$ cat src/include/pwm_pkg.sv
// constants, field positions, reset values and types of the three-phase pwm block
// assumes a 16-bit register port with word-aligned byte addresses
package pwm_pkg;

  localparam int DATA_W     = 16;
  localparam int ADDR_W     = 8;
  localparam int NUM_PHASES = 3;
  localparam int NUM_EVENTS = 3;

  // register byte addresses
  localparam logic [ADDR_W-1:0] OFS_CTRL   = 8'h00;
  localparam logic [ADDR_W-1:0] OFS_PERIOD = 8'h04;
  localparam logic [ADDR_W-1:0] OFS_DUTY_A = 8'h08;
  localparam logic [ADDR_W-1:0] OFS_DUTY_B = 8'h0C;
  localparam logic [ADDR_W-1:0] OFS_DUTY_C = 8'h10;
  localparam logic [ADDR_W-1:0] OFS_DEAD   = 8'h14;
  localparam logic [ADDR_W-1:0] OFS_OUTEN  = 8'h18;
  localparam logic [ADDR_W-1:0] OFS_GATE   = 8'h1C;
  localparam logic [ADDR_W-1:0] OFS_STATUS = 8'h20;
  localparam logic [ADDR_W-1:0] OFS_CLEAR  = 8'h24;
  localparam logic [ADDR_W-1:0] OFS_IRQEN  = 8'h28;

  // control and output-enable register fields
  localparam int CTRL_EN       = 0;
  localparam int CTRL_DOUBLE   = 1;
  localparam int CTRL_EXT_SYNC = 2;
  localparam int CTRL_ACT_LOW  = 3;
  localparam int CTRL_SR_LSB   = 4;
  localparam int CTRL_GATE_HI  = 6;
  localparam int CTRL_GATE_LO  = 7;
  localparam int OUTEN_XOVER   = 8;

  // status bits
  localparam int ST_TRIP     = 0;
  localparam int ST_PERIOD   = 1;
  localparam int ST_EXT_SYNC = 2;
  localparam int ST_PIN_LVL  = 3;

  // reset values
  localparam logic [DATA_W-1:0] CTRL_RST    = 16'h0000;
  localparam logic [DATA_W-1:0] PERIOD_RST  = 16'h0100;
  localparam logic [DATA_W-1:0] DUTY_RST    = 16'h0000;
  localparam logic [DATA_W-1:0] DEAD_RST    = 16'h0004;
  localparam logic [DATA_W-1:0] OUTEN_RST   = 16'h003F;
  localparam logic [DATA_W-1:0] GATE_RST    = 16'h0004;
  localparam logic [DATA_W-1:0] RD_UNMAPPED = 16'h0000;
  localparam logic [1:0]        PIN_RST     = 2'h1;

  typedef enum logic {CNT_UP, CNT_DOWN} cnt_dir_t;
  typedef enum logic [1:0] {SR_OFF, SR_SAME, SR_LO_ON, SR_HI_ON} sr_mode_t;

endpackage

$ cat src/include/phase_if.sv
// one phase: compare result toward the dead-time stage, gate requests back
// assumes both ends run on the same clock
`timescale 1ns/10ps
interface phase_if #(parameter int DW = 8);
  logic          rawOn;
  logic [DW-1:0] deadCycles;
  logic          hiOn;
  logic          loOn;
  modport gen (output rawOn, output deadCycles, input hiOn, input loOn);
  modport dt  (input rawOn, input deadCycles, output hiOn, output loOn);
endinterface

$ cat src/logic/sync_two_ff.sv
// two-flop synchroniser for pin inputs
// assumes inputs are asynchronous levels
`timescale 1ns/10ps
module sync_two_ff #(
  parameter int           W       = 1,
  parameter logic [W-1:0] RST_VAL = '0
) (
  input  wire logic         clk,  // system clock
  input  wire logic         nrst, // sync reset, active low
  input  wire logic [W-1:0] din,  // asynchronous levels
  output logic      [W-1:0] dout  // synchronised levels
);
  typedef struct packed {
    logic [W-1:0] meta;
    logic [W-1:0] stable;
  } state_t;

  state_t st_q;
  state_t st_d;

  always_comb begin
    st_d        = st_q;
    st_d.meta   = din;
    st_d.stable = st_q.meta;
  end

  always_ff @(posedge clk) begin
    if (!nrst) begin
      st_q <= {RST_VAL, RST_VAL};
    end else begin
      st_q <= st_d;
    end
  end

  assign dout = st_q.stable;
endmodule

$ cat src/logic/dead_time_phase.sv
// dead-time insertion for one complementary output pair
// assumes deadCycles is stable while a gap is running
`timescale 1ns/10ps
module dead_time_phase #(
  parameter int DW = 8
) (
  input wire logic clk,  // system clock
  input wire logic nrst, // sync reset, active low
  phase_if.dt      ph    // compare in, gate requests out
);
  typedef struct packed {
    logic          cur;
    logic [DW-1:0] cnt;
    logic          hi;
    logic          lo;
  } state_t;

  state_t st_q;
  state_t st_d;

  always_comb begin
    st_d = st_q;
    if (ph.rawOn != st_q.cur) begin
      st_d.cur = ph.rawOn;
      st_d.cnt = ph.deadCycles;
      st_d.hi  = 1'b0;
      st_d.lo  = 1'b0;
    end else if (st_q.cnt != '0) begin
      st_d.cnt = st_q.cnt - 1'b1;
    end else begin
      st_d.hi = st_q.cur;
      st_d.lo = ~st_q.cur;
    end
  end

  always_ff @(posedge clk) begin
    if (!nrst) begin
      st_q <= '0;
    end else begin
      st_q <= st_d;
    end
  end

  assign ph.hiOn = st_q.hi;
  assign ph.loOn = st_q.lo;
endmodule

$ cat src/logic/three_phase_center_pwm.sv
// three-phase center-based pwm generator with dead time, sync and trip
// assumes a one-cycle strobe register port on clk; trip and sync pins asynchronous
`timescale 1ns/10ps
////////////////////////////////////////////////////////////////////////////////
// Function
// - up/down 16-bit counter, centered pulses
// - software period register sets frequency
// - six drives: high/low for A,B,C
// - software selects active-high or active-low outputs
// - single update: load duty once per period
// - double update: reload duty at midpoint
// - internal sync pulse driven on pin
// - external sync pulses realign the counter
// - trip low forces outputs off asynchronously
// - signed duty saturates to full on/off
// - programmable dead time, one setting shared by all three phases
// - crossover and per-output enables
// - selectable switched reluctance output patterns
// - chopping clock gates outputs
module three_phase_center_pwm #(
  parameter int DEAD_W = 8
) (
  input  wire logic        clk,                   // system clock, 200 MHz
  input  wire logic        nrst,                  // sync reset, active low
  input  wire logic [7:0]  addr,                  // register byte address
  input  wire logic [15:0] wrData,                // write data
  input  wire logic        wrEn,                  // write strobe
  input  wire logic        rdEn,                  // read strobe
  output logic      [15:0] rdData,                // read data, cycle after strobe
  output logic             irq,                   // level interrupt
  output logic             phase_a_high_drive,    // phase A high side
  output logic             phase_b_high_drive,    // phase B high side
  output logic             phase_c_high_drive,    // phase C high side
  output logic             phase_a_low_drive,     // phase A low side
  output logic             phase_b_low_drive,     // phase B low side
  output logic             phase_c_low_drive,     // phase C low side
  input  wire logic        period_sync_pin_in,    // sync pin level
  output logic             period_sync_pin_out,   // sync pin drive value
  output logic             period_sync_pin_oe,    // sync pin drive enable
  input  wire logic        shutdown_trip_input_n  // trip pin, active low
);
  localparam int DW = pwm_pkg::DATA_W;
  localparam int NP = pwm_pkg::NUM_PHASES;

  if (DEAD_W < 1 || DEAD_W > DW) begin : g_chk
    $error("DEAD_W must lie between 1 and the data width");
  end

  typedef struct packed {
    logic [DW-1:0]                ctrl;
    logic [DW-1:0]                period;
    logic [NP-1:0][DW-1:0]        duty;
    logic [NP-1:0][DW-1:0]        dutyAct;
    logic [DW-1:0]                dead;
    logic [DW-1:0]                outEn;
    logic [DW-1:0]                gateDiv;
    logic [DW-1:0]                gateCnt;
    logic [DW-1:0]                cnt;
    pwm_pkg::cnt_dir_t            dir;
    logic [pwm_pkg::NUM_EVENTS-1:0] status;
    logic [pwm_pkg::NUM_EVENTS-1:0] irqEn;
    logic                         chop;
    logic                         syncPrev;
    logic                         syncOut;
    logic                         tripLat;
    logic                         irq;
    logic [DW-1:0]                rdData;
    logic [2*NP-1:0]              drive;
  } state_t;

  localparam state_t ST_RST = '{
    ctrl:     pwm_pkg::CTRL_RST,
    period:   pwm_pkg::PERIOD_RST,
    duty:     {NP{pwm_pkg::DUTY_RST}},
    dutyAct:  {NP{pwm_pkg::DUTY_RST}},
    dead:     pwm_pkg::DEAD_RST,
    outEn:    pwm_pkg::OUTEN_RST,
    gateDiv:  pwm_pkg::GATE_RST,
    gateCnt:  '0,
    cnt:      '0,
    dir:      pwm_pkg::CNT_UP,
    status:   '0,
    irqEn:    '0,
    chop:     1'b0,
    syncPrev: 1'b0,
    syncOut:  1'b0,
    tripLat:  1'b0,
    irq:      1'b0,
    rdData:   pwm_pkg::RD_UNMAPPED,
    drive:    '0
  };

  state_t                          st_q;
  state_t                          st_d;
  logic [1:0]                      pinSync;
  logic                            tripOk;
  logic                            syncLvl;
  logic                            syncRise;
  logic                            en;
  logic                            extMode;
  logic                            extRestart;
  logic                            start;
  logic                            mid;
  logic [pwm_pkg::NUM_EVENTS-1:0]  evt;
  logic [pwm_pkg::NUM_EVENTS-1:0]  clr;
  logic [2*NP-1:0]                 outQ;
  wire  [2*NP-1:0]                 drvNext;

  ////////////////////////////////////////////////////////////////////////////////
  // pin synchronisers: bit 0 trip, bit 1 sync
  sync_two_ff #(.W(2), .RST_VAL(pwm_pkg::PIN_RST)) u_pin_sync (
    .clk  (clk),
    .nrst (nrst),
    .din  ({period_sync_pin_in, shutdown_trip_input_n}),
    .dout (pinSync)
  );

  assign tripOk     = pinSync[0];
  assign syncLvl    = pinSync[1];
  assign syncRise   = syncLvl & ~st_q.syncPrev;
  assign en         = st_q.ctrl[pwm_pkg::CTRL_EN];
  assign extMode    = st_q.ctrl[pwm_pkg::CTRL_EXT_SYNC];
  assign extRestart = en & extMode & syncRise;

  ////////////////////////////////////////////////////////////////////////////////
  // per-phase compare, dead time and output shaping
  for (genvar i = 0; i < NP; i++) begin : g_phase
    phase_if #(.DW(DEAD_W)) ph ();
    logic hiX;
    logic loX;
    logic hiS;
    logic loS;

    assign ph.rawOn = en & ($signed({2'b00, st_q.cnt}) >
                      ($signed({2'b00, st_q.period}) -
                       $signed({{2{st_q.dutyAct[i][DW-1]}}, st_q.dutyAct[i]})));
    assign ph.deadCycles = st_q.dead[DEAD_W-1:0];

    dead_time_phase #(.DW(DEAD_W)) u_dead (
      .clk  (clk),
      .nrst (nrst),
      .ph   (ph.dt)
    );

    assign hiX = st_q.outEn[pwm_pkg::OUTEN_XOVER + i] ? ph.loOn : ph.hiOn;
    assign loX = st_q.outEn[pwm_pkg::OUTEN_XOVER + i] ? ph.hiOn : ph.loOn;

    always_comb begin
      hiS = hiX;
      loS = loX;
      case (pwm_pkg::sr_mode_t'(st_q.ctrl[pwm_pkg::CTRL_SR_LSB +: 2]))
        pwm_pkg::SR_OFF: begin
          hiS = hiX;
          loS = loX;
        end
        pwm_pkg::SR_SAME: begin
          hiS = hiX;
          loS = hiX;
        end
        pwm_pkg::SR_LO_ON: begin
          hiS = hiX;
          loS = 1'b1;
        end
        pwm_pkg::SR_HI_ON: begin
          hiS = 1'b1;
          loS = hiX;
        end
        default: begin
          hiS = 1'b0;
          loS = 1'b0;
        end
      endcase
    end

    assign drvNext[i]      = hiS & (~st_q.ctrl[pwm_pkg::CTRL_GATE_HI] | st_q.chop) &
                             st_q.outEn[i];
    assign drvNext[i + NP] = loS & (~st_q.ctrl[pwm_pkg::CTRL_GATE_LO] | st_q.chop) &
                             st_q.outEn[i + NP];

  end

  ////////////////////////////////////////////////////////////////////////////////
  // register port, counter, events
  always_comb begin
    st_d         = st_q;
    st_d.syncOut = 1'b0;
    st_d.rdData  = pwm_pkg::RD_UNMAPPED;
    st_d.syncPrev = syncLvl;
    evt          = '0;
    start        = 1'b0;
    mid          = 1'b0;
    clr          = '0;

    if (wrEn) begin
      if (addr == pwm_pkg::OFS_CTRL) begin
        st_d.ctrl = wrData;
      end else if (addr == pwm_pkg::OFS_PERIOD) begin
        st_d.period = wrData;
      end else if (addr == pwm_pkg::OFS_DUTY_A) begin
        st_d.duty[0] = wrData;
      end else if (addr == pwm_pkg::OFS_DUTY_B) begin
        st_d.duty[1] = wrData;
      end else if (addr == pwm_pkg::OFS_DUTY_C) begin
        st_d.duty[2] = wrData;
      end else if (addr == pwm_pkg::OFS_DEAD) begin
        st_d.dead = wrData;
      end else if (addr == pwm_pkg::OFS_OUTEN) begin
        st_d.outEn = wrData;
      end else if (addr == pwm_pkg::OFS_GATE) begin
        st_d.gateDiv = wrData;
      end else if (addr == pwm_pkg::OFS_CLEAR) begin
        clr = wrData[pwm_pkg::NUM_EVENTS-1:0];
      end else if (addr == pwm_pkg::OFS_IRQEN) begin
        st_d.irqEn = wrData[pwm_pkg::NUM_EVENTS-1:0];
      end
    end

    if (rdEn) begin
      if (addr == pwm_pkg::OFS_CTRL) begin
        st_d.rdData = st_q.ctrl;
      end else if (addr == pwm_pkg::OFS_PERIOD) begin
        st_d.rdData = st_q.period;
      end else if (addr == pwm_pkg::OFS_DUTY_A) begin
        st_d.rdData = st_q.duty[0];
      end else if (addr == pwm_pkg::OFS_DUTY_B) begin
        st_d.rdData = st_q.duty[1];
      end else if (addr == pwm_pkg::OFS_DUTY_C) begin
        st_d.rdData = st_q.duty[2];
      end else if (addr == pwm_pkg::OFS_DEAD) begin
        st_d.rdData = st_q.dead;
      end else if (addr == pwm_pkg::OFS_OUTEN) begin
        st_d.rdData = st_q.outEn;
      end else if (addr == pwm_pkg::OFS_GATE) begin
        st_d.rdData = st_q.gateDiv;
      end else if (addr == pwm_pkg::OFS_STATUS) begin
        st_d.rdData = {{(DW-pwm_pkg::ST_PIN_LVL-1){1'b0}}, tripOk, st_q.status};
      end else if (addr == pwm_pkg::OFS_IRQEN) begin
        st_d.rdData = {{(DW-pwm_pkg::NUM_EVENTS){1'b0}}, st_q.irqEn};
      end
    end

    if (!en) begin
      st_d.cnt = '0;
      st_d.dir = pwm_pkg::CNT_UP;
    end else if (extRestart) begin
      st_d.cnt = '0;
      st_d.dir = pwm_pkg::CNT_UP;
      start    = 1'b1;
    end else begin
      case (st_q.dir)
        pwm_pkg::CNT_UP: begin
          if (st_q.cnt >= st_q.period) begin
            st_d.dir = pwm_pkg::CNT_DOWN;
            st_d.cnt = (st_q.cnt == '0) ? '0 : st_q.cnt - 1'b1;
            mid      = 1'b1;
          end else begin
            st_d.cnt = st_q.cnt + 1'b1;
          end
        end
        pwm_pkg::CNT_DOWN: begin
          if (st_q.cnt <= DW'(1)) begin
            st_d.cnt = '0;
            st_d.dir = pwm_pkg::CNT_UP;
            start    = 1'b1;
          end else begin
            st_d.cnt = st_q.cnt - 1'b1;
          end
        end
        default: begin
          st_d.cnt = '0;
          st_d.dir = pwm_pkg::CNT_UP;
        end
      endcase
    end
    evt[pwm_pkg::ST_EXT_SYNC] = extMode & syncRise;

    if (start) begin
      st_d.dutyAct            = st_q.duty;
      evt[pwm_pkg::ST_PERIOD] = 1'b1;
      st_d.syncOut            = ~extMode;
    end
    if (mid && st_q.ctrl[pwm_pkg::CTRL_DOUBLE]) begin
      st_d.dutyAct = st_q.duty;
    end

    if (st_q.gateCnt >= st_q.gateDiv) begin
      st_d.gateCnt = '0;
      st_d.chop    = ~st_q.chop;
    end else begin
      st_d.gateCnt = st_q.gateCnt + 1'b1;
    end

    if (!tripOk) begin
      st_d.tripLat          = 1'b1;
      evt[pwm_pkg::ST_TRIP] = 1'b1;
    end else if (clr[pwm_pkg::ST_TRIP]) begin
      st_d.tripLat = 1'b0;
    end

    st_d.status = (st_q.status & ~clr) | evt;
    st_d.irq    = |(st_d.status & st_d.irqEn);
    st_d.drive  = (en && tripOk && !st_q.tripLat) ? drvNext : '0;
  end

  always_ff @(posedge clk) begin
    if (!nrst) begin
      st_q <= ST_RST;
    end else begin
      st_q <= st_d;
    end
  end

  ////////////////////////////////////////////////////////////////////////////////
  // output stage
  // asynchronous trip clear
  always_ff @(posedge clk or negedge shutdown_trip_input_n) begin
    if (!shutdown_trip_input_n) begin
      outQ <= '0;
    end else if (!nrst) begin
      outQ <= '0;
    end else begin
      outQ <= st_q.drive;
    end
  end

  assign phase_a_high_drive  = outQ[0] ^ st_q.ctrl[pwm_pkg::CTRL_ACT_LOW];
  assign phase_b_high_drive  = outQ[1] ^ st_q.ctrl[pwm_pkg::CTRL_ACT_LOW];
  assign phase_c_high_drive  = outQ[2] ^ st_q.ctrl[pwm_pkg::CTRL_ACT_LOW];
  assign phase_a_low_drive   = outQ[3] ^ st_q.ctrl[pwm_pkg::CTRL_ACT_LOW];
  assign phase_b_low_drive   = outQ[4] ^ st_q.ctrl[pwm_pkg::CTRL_ACT_LOW];
  assign phase_c_low_drive   = outQ[5] ^ st_q.ctrl[pwm_pkg::CTRL_ACT_LOW];
  assign period_sync_pin_out = st_q.syncOut;
  assign period_sync_pin_oe  = ~extMode;
  assign rdData              = st_q.rdData;
  assign irq                 = st_q.irq;
endmodule

$ cat config.mk
export PLATFORM = sky130hd
export DESIGN_NAME = three_phase_center_pwm
export DESIGN_NICKNAME = d
export VERILOG_FILES = /design/src/include/pwm_pkg.sv /design/src/include/phase_if.sv /design/src/logic/sync_two_ff.sv /design/src/logic/dead_time_phase.sv /design/src/logic/three_phase_center_pwm.sv
export SDC_FILE = /design/constraint.sdc
export NUM_CORES = 1
export LEC_CHECK = 0
export ABC_AREA = 1
export BUFFER_PORTS_ARGS = -buffer_cell sky130_fd_sc_hd__buf_2
export CAP_MARGIN = 20
export CORE_MARGIN = 2
export CORE_UTILIZATION = 53
export DETAILED_ROUTE_END_ITERATION = 12
export GPL_TIMING_DRIVEN = 0
export PLACE_DENSITY_LB_ADDON = 0.25
export SLEW_MARGIN = 20
export SYNTH_ARGS = -nofsm -noshare
export SYNTH_HDL_FRONTEND = slang
export SYNTH_SLANG_ARGS = --single-unit
$ cat constraint.sdc
create_clock -name clk -period 3.5 [get_ports clk]
set_input_delay 0.175 -clock clk [delete_from_list [all_inputs] [get_ports clk]]
set_output_delay 0.175 -clock clk [all_outputs]
set_load 0.05 [all_outputs]
==> results of run 1 <==
## through the flow
step | instance area [um2] | TNS (ns) | power, mW | setup WS, ns | hold slack (ns)
finish | 20200 | -0.00674 | 8.42 | -0.00674 | 0.0486
global route | 20200 | -5.07 | 8.71 | -0.244 | 0.0597
CTS | 19400 | -0.438 | 8.22 | -0.0645 | 0.0303
detailed placement | 17500 | -14.94 | 4.74 | -0.609 | 0.0111
global placement | 17500 | -12.88 | 4.70 | -0.509 | 0.00900
floorplan | 16800 | 0 | 4.46 | 0.366 | -0.121
## worst register-to-register path, cell delays in order (launching register included)
cell and delay (ns):
dfxtp_4 0.36, inv_6 0.07, ha_4 0.13, inv_4 0.04, fa_2 0.39, nand3_2 0.10, nand2_4 0.08, nand2_4 0.09
nand2_4 0.07, a21oi_4 0.15, o21bai_1 0.10, xor2_1 0.18, ha_1 0.30, nand2_2 0.05, nor2_1 0.08, nand3_1 0.09
nor3_2 0.18, nand3_2 0.18, nand2_2 0.14, inv_4 0.05, nand2_4 0.07, nand2_4 0.07, nand2_4 0.12, buf_8 0.12
nand3_2 0.07, a21oi_2 0.14
## cell usage after synthesis (12+ instances only)
master | count | area, um2
nand2_1 | 410 | 1540
inv_1 | 299 | 1120
a21oi_1 | 285 | 1430
dfxtp_1 | 279 | 5590
o21ai_0 | 190 | 951
nor2_1 | 143 | 537
ha_1 | 139 | 1740
nand3_1 | 106 | 531
xor2_1 | 59 | 517
clkbuf_1 | 58 | 218
xnor2_1 | 34 | 298
nor3_1 | 28 | 140
buf_2 | 19 | 95.1
a31oi_1 | 18 | 113
buf_4 | 18 | 135
nand2_2 | 16 | 100
a221oi_1 | 15 | 131
a21o_1 | 12 | 90.1
nand4_1 | 12 | 75.1
## repair_timing
item                                   in CTS  in global routing
endpoints found under the hold margin      53                  0
resized for setup                          94                138
setup endpoints to repair                  33                 33
cloned                                      2                  1
pin swaps                                  43                 89
hold buffers                               18                  0
setup buffers                              24                 31
## registers in the layout, summed over array words and instances (netlist names)
name                    flops
st_q                      214
g_phase.ph.deadCycles       8
en                          1
rdData                     16
irq                         1
g_phase.u_dead.ph.hiOn      3
period_sync_pin_out         1
g_phase.u_dead.ph.loOn      3
u_pin_sync.st_d             2
u_pin_sync.dout             2
g_phase.u_dead.st_q        27
extMode                     1
outQ                        6
## power breakdown
group | internal, mW | leakage, nW | switching, mW
combinational | 0.583 | 5.92 | 0.837
sequential | 3.38 | 2.35 | 0.131
clock | 2.10 | 0.531 | 1.39
total | 6.07 | 8.80 | 2.35
## layer usage
| layer | GRT usage, % | routed length (um) | part of all wire (%) | vias up |
|---|---|---|---|---|
| met1 | 39.2 | 21700 | 40 | 7770 |
| met4 | 13.9 | 2910 | 5.4 | 0 |
| met3 | 3.67 | 3920 | 7.3 | 177 |
| li1 | - | - | - | 7986 |
| met5 | 0 | 0 | 0 | - |
| met2 | 54.6 | 25300 | 47 | 680 |
## worst paths after layout
check / cells past startpoint / slack [ns] / startpoint / to
min reg2reg: 2 / 0.41 / st_q[4]$_SDFF_PN0_ / outQ[4]$_DFF_PN0_
max: 25 / -0.007 / st_q[210]$_SDFFE_PN0P_ / g_phase[0].u_dead.st_q[4]$_SDFFE_PN0P_
max in group asynchronous: 3 / 2.69 / shutdown_trip_input_n / outQ[5]$_DFF_PN0_
min in group asynchronous: 3 / 0.58 / shutdown_trip_input_n / outQ[2]$_DFF_PN0_
min: 4 / 0.05 / wrEn / st_q[32]$_SDFF_PN0_
max reg2reg: 25 / -0.007 / st_q[210]$_SDFFE_PN0P_ / g_phase[0].u_dead.st_q[4]$_SDFFE_PN0P_
## logic make-up (layout without fill, tap and decap cells)
group | after synthesis | count (layout) | synth area share, %
adders and majority gates | 142 | 142 | 10.7
buffers and inverters | 406 | 587 | 9.82
AOI/OAI and AO/OA | 592 | 592 | 19.5
and+or+nand+nor | 782 | 783 | 20.9
DFF | 285 | 285 | 34.2
xor gates and xnor gates | 93 | 93 | 4.86
## layout make-up
class | instances | area [um2] | share of cell area [%]
Buffer | 101 | 490 | 2.43
Inverter | 304 | 1160 | 5.76
Clock buffer | 36 | 815 | 4.03
Multi-Input combinational cell | 1610 | 10200 | 50.8
Sequential cell | 285 | 5780 | 28.6
Clock inverter | 19 | 265 | 1.31
Tap cell | 402 | 503 | 2.49
Timing Repair Buffer | 127 | 926 | 4.59
==> results.txt, run 1 <==
The total number of nets in the final design came out at 2631. The buffering stage count on the worst path with inverters included is 4. The proportion of layout cells with a drive suffix above 1 came out at 17.3%. The routed length per instance is 18.7 um. The insertion delay to the later sink of the worst-skew pair came out at 0.58 ns. The highest achievable clock rate came out at 285 MHz. The post-route non-filler standard cell count came out at 2884.

The count of buffers from port buffering is 52. The number of fillers in the final layout came out at 2669. The final max-slew violation count came out at 0. The longest clock path from root to sink contains 3 buffers. The number of global-route vias before repair is 16100. The routability congestion estimate from global placement is 0.951. The worst stage delay on the critical path came out at between 0.3 and 0.4 ns. The endpoint arrival time on the critical path came out at 3.99 ns. The Yosys step of the flow raised 0 warnings. Setup repair after global routing could not meet its margin everywhere.

The remaining design rule violation count came out at 0. The checks that failed: setup timing. The number of maximum-capacitance constraint violations is 0.

The largest individual stage delay along the critical path comes from the cell fa_2. The worst min-delay path class is primary input to flip-flop. The clock sink total came out at 285.

The final wirelength is 53800 um. The first global-routing pass estimated 83100 um of wire. Among the stages of the critical path, the cell type that occurs most often is nand2_4. The number of optimization iterations in the first detailed-route pass came out at 6. From synthesis to final layout, the design area changed by 20.4%. In this run, CTS created clock tree buffers numbering 30. CTS placed an instance of clkbuf_16 at the clock tree root. The number of placed cells counting well taps is 2754. The slew at the pin with the worst max-slew slack came out at 0.882 ns. For this block, the via count after detailed routing is 16600. The TritonCTS clock tree is yes.

The detailed placement HPWL came out at 40400 um. Broken down by cell family, the worst path's largest delay share belongs to simple AND/OR/NAND/NOR gates. The sequential element share of the synthesized area is between 30% and 40%. Counting flops and latches in the post-synthesis netlist gives about 290. The commonest non-fill, non-tap cell in the layout is nand2_1. For this design the static power due to leakage is 8.80 nW. The headroom to the max-slew limit came out at 41.2%. Entering global routing, the biggest net connects 16 pins.

The final-report hold violation count is 0. The number of setup violations in the final report is 1. The power density of the placed cells is between 400 and 500 nW/um2.

The effective utilization at floorplan came out at 53.4%. The CTS H-tree depth is 1. The kind of capture point of the worst setup path is a flip-flop. The horizontal extent of the die is between 150 and 200 um. The number of flops mapped to enable cells by yosys is 0. The setup slack after layout came out at -0.00674 ns. In this run the mean area of a mapped cell was roughly 7.3 um2.

The distinct cell type count of the synthesized netlist came out at 54. The routed design could run at a clock period as short as 3.51 ns. The via density per instance came out at 5.76.

The type of origin of the critical path is a flip-flop. The final standard cell utilization of the core is between 60% and 70%. The number of nets handed over by synthesis was 2472. The post-synthesis cell count came out at 2300. Leaving out fill and tap cells, the most frequent cells in the layout are nand2_1, inv_1, a21oi_1.

Once detail routing completed, the nets flagged for antenna violations numbered 0. The most used flip-flop cell after synthesis is dfxtp_1. The floorplan step defined a core boundary enclosing around 31000 um2. The critical path data required time came out at 3.99 ns. The area of the die came out at 33100 um2. The portion of the clock cycle consumed by the worst path in the final layout came out at 100%. The final clock skew came out at 0.0371 ns. The placement row count is 65.

For this run the aggregate overflow at the end of global routing stands at 0. The antenna cell count is 0. The clock-pin slew on the worst setup and hold paths came out at 0.06 ns. The netlist area before placement came out at 16800 um2. The peak supply drop came out at 544 uV. The share of async-settable or async-resettable flops after synthesis came out at roughly 2.1%. The critical path class is flip-flop to flip-flop. In this run the count of I/O pins placed on the die edge is 55. The number of antenna violations at the first check in global routing is 0. Global routing used 31.4% of the available tracks across all layers. The number of DRC markers in iteration 0 is 1376. The flow ran to the end, but the final reports show violations. The maximum fanout along the worst path is 5. The die extent in y came out at approximately 180 um.
Note: power is estimated with default switching activity, not from simulation.
==> run 2: changes to the inputs <==
--- a/config.mk
+++ b/config.mk
@@ -7,7 +7,6 @@
 export LEC_CHECK = 0
 export ABC_AREA = 1
 export BUFFER_PORTS_ARGS = -buffer_cell sky130_fd_sc_hd__buf_2
-export CAP_MARGIN = 20
 export CORE_MARGIN = 2
 export CORE_UTILIZATION = 53
 export DETAILED_ROUTE_END_ITERATION = 12
==> constraint.sdc (replaced) <==
create_clock -name clk -period 4.5 [get_ports clk]
set_input_delay 0.45 -clock clk [delete_from_list [all_inputs] [get_ports clk]]
set_output_delay 0.45 -clock clk [all_outputs]
set_load 0.05 [all_outputs]
==> results.txt, run 2 (synthesized netlist as in run 1, its figures left out) <==
The leakage power figure came out at 8.29 nW. The proportion of layout cells with a drive suffix above 1 came out at 9.01%. The layout overhead on the synthesized area came out at 11.0%. The worst stage delay on the critical path came out at 0.41 ns. The number of setup buffers added after CTS is 0. The number of antenna violations at the first check in global routing was 0. The peak supply drop is 383 uV. The headroom to the max-slew limit came out at 40.5%. The final clock skew came out at 0.0322 ns. The placement row count came out at between 60 and 70. 55 I/O pins were placed. After clock tree synthesis, the clock-pin slew on the worst setup and hold paths is 0.07 ns. The count of nets left with antenna violations once routing finished came out at 0.

Power spread over the standard cell area amounts to 342 nW/um2. The number of global-route vias before repair came out at 15700. In this run the worst hold path is classified as primary input to flip-flop. The type of origin of the critical path is a flip-flop. The post-route setup TNS is 0 ns. In the layout the commonest cells are nand2_1, inv_1, a21oi_1. The run finished with clean final reports. The initial utilization of the core area, before any placement, comes to a little over half.

The critical path class is flip-flop to flip-flop. Dividing the detail-routed via count by the number of cells gives 5.70. The portion of the clock cycle consumed by the worst path in the final layout is 90.3%.

The number of flip-flops in the largest register came out at 214. The tree is rooted in a clkbuf_16. The final wirelength came out at 51000 um. Setup repair after global routing left no endpoint under its margin. The commonest non-fill, non-tap cell in the layout is nand2_1.

STA puts the critical path data arrival time at roughly 4.6 ns. The final-report hold violation count came to 0. The critical path data required time is 4.98 ns. The maximum fanout along the worst path came out at 10. The number of maximum-capacitance constraint violations is 0. The cell repeated most along the worst path is nand2_1. The die is about 180 um wide. The later pin in the worst-skew pair is clocked with a latency of ~0.58 ns.

STA classifies the critical path endpoint as a flip-flop. At the pin with the least slew margin, the transition time is 0.892 ns. The routability congestion estimate from global placement came out at 0.951. For this run, the post-layout net count is 2557. The area of the die is ~33000 um2.

TritonCTS built the clock tree. The residual overflow from global routing is 0. The die extent in y is 182 um. On the critical path, the stage with the largest delay is an instance of fa_1. The first TritonRoute pass finished after 6 iterations. The number of DRC markers in iteration 0 came out at around 1400.

The clock sink total is ~290. The worst-case clock buffer depth came out at 3. 0 antenna diodes ended up in the layout. The final standard cell utilization of the core is just under 60%. The detailed placement HPWL came out at 40400 um. The register with the most flip-flops in the final layout is st_q. The highest achievable clock rate is ~250 MHz. The number of buffers created by CTS is 30. The routed length per instance came out at 18.2 um. The number of setup violations in the final report came out at 0. The core outline area is roughly 31000 um2. The overall routing resource usage came out at 30.6%. The global-route wire length before repair is 81000 um. The remaining design rule violation count came out at 0. The CTS H-tree depth came out at 1. The routed layout has 16000 vias. The time the final worst path needs with I/O delays and setup came out at a little over 4 ns. The count of buffers from port buffering is 52. The final max-slew violation count is 0. Entering global routing, the biggest net connects 16 pins.
==> run 2: cell count changes in the layout (fill, tap and decap cells not counted), moves of 15 or more <==
cell,previous run,this run
buf_4,64,18
a21oi_1,270,285
nand2_1,377,410
nand2_2,35,16
dlygate4sd3_1,18,1
ha_4,21,0
ha_1,115,139
nand3_2,24,9
dfxtp_1,262,279
nand3_1,83,106
inv_1,283,299
==> run 2: worst max-delay path: cells and delay by family, from the launching register on <==
| kind | cells | cell delay [ns] |
|---|---|---|
| compound gates | 3 | 0.54 |
| simple gates | 14 | 1.64 |
| fa+ha+maj | 3 | 0.86 |
| flops | 1 | 0.37 |
| xor+xnor | 1 | 0.17 |
| buf+inv | 4 | 0.44 |
==> run 2: layout make-up <==
class | instances | area [um2]
Multi-Input combinational cell | 1609 | 9390
Sequential cell | 285 | 5740
Fill cell | 2873 | 12800
Clock inverter | 19 | 265
Buffer | 102 | 505
Tap cell | 402 | 503
Timing Repair Buffer | 53 | 270
Inverter | 304 | 1140
Clock buffer | 36 | 815
==> run 2: repair_timing <==
action                                 in CTS  in global routing
resized for setup                           0                  0
hold buffers                                1                  0
endpoints found under the hold margin       6                  0
==> run 2: layer usage <==
| metal | share of wire, % | vias up | track usage [%] |
|---|---|---|---|
| met1 | 41 | 7407 | 38.1 |
| met5 | 0 | - | 0 |
| li1 | - | 7837 | - |
| met4 | 4.8 | 0 | 13.4 |
| met2 | 47 | 623 | 53.0 |
| met3 | 7.4 | 163 | 4.03 |
==> run 2: worst paths after layout <==
kind	end	startpoint	slack, ns	cells after the start
min in group asynchronous	outQ[2]$_DFF_PN0_	shutdown_trip_input_n	0.25	2
min reg2reg	outQ[4]$_DFF_PN0_	st_q[4]$_SDFF_PN0_	0.41	2
max reg2reg	g_phase[1].u_dead.st_q[3]$_SDFFE_PN0P_	st_q[210]$_SDFFE_PN0P_	0.44	25
max	g_phase[1].u_dead.st_q[3]$_SDFFE_PN0P_	st_q[210]$_SDFFE_PN0P_	0.44	25
min	u_pin_sync.st_d[1]$_SDFF_PN0_	period_sync_pin_in	0.09	3
max in group asynchronous	outQ[5]$_DFF_PN0_	shutdown_trip_input_n	4.10	2
==> run 2: report_power, final <==
group          total, mW  internal, mW  switching (mW)
Clock               2.71          1.63            1.07
Sequential          2.74          2.64          0.0996
Combinational      0.917         0.372           0.545
Total               6.36          4.64            1.72
==> run 2: through the flow <==
step,hold slack (ns),worst slack [ns],total power [mW],instance area [um2],std cells
6_report,0.0884,0.436,6.36,18600,2810
5_1_grt,0.114,0.0835,6.60,18600,2810
4_1_cts,0.0911,0.374,6.37,18600,2810
3_5_place_dp,0.286,0.391,3.69,17500,2754
3_3_place_gp,0.284,0.491,3.65,17500,2754
2_1_floorplan,0.154,1.37,3.47,16800,2300
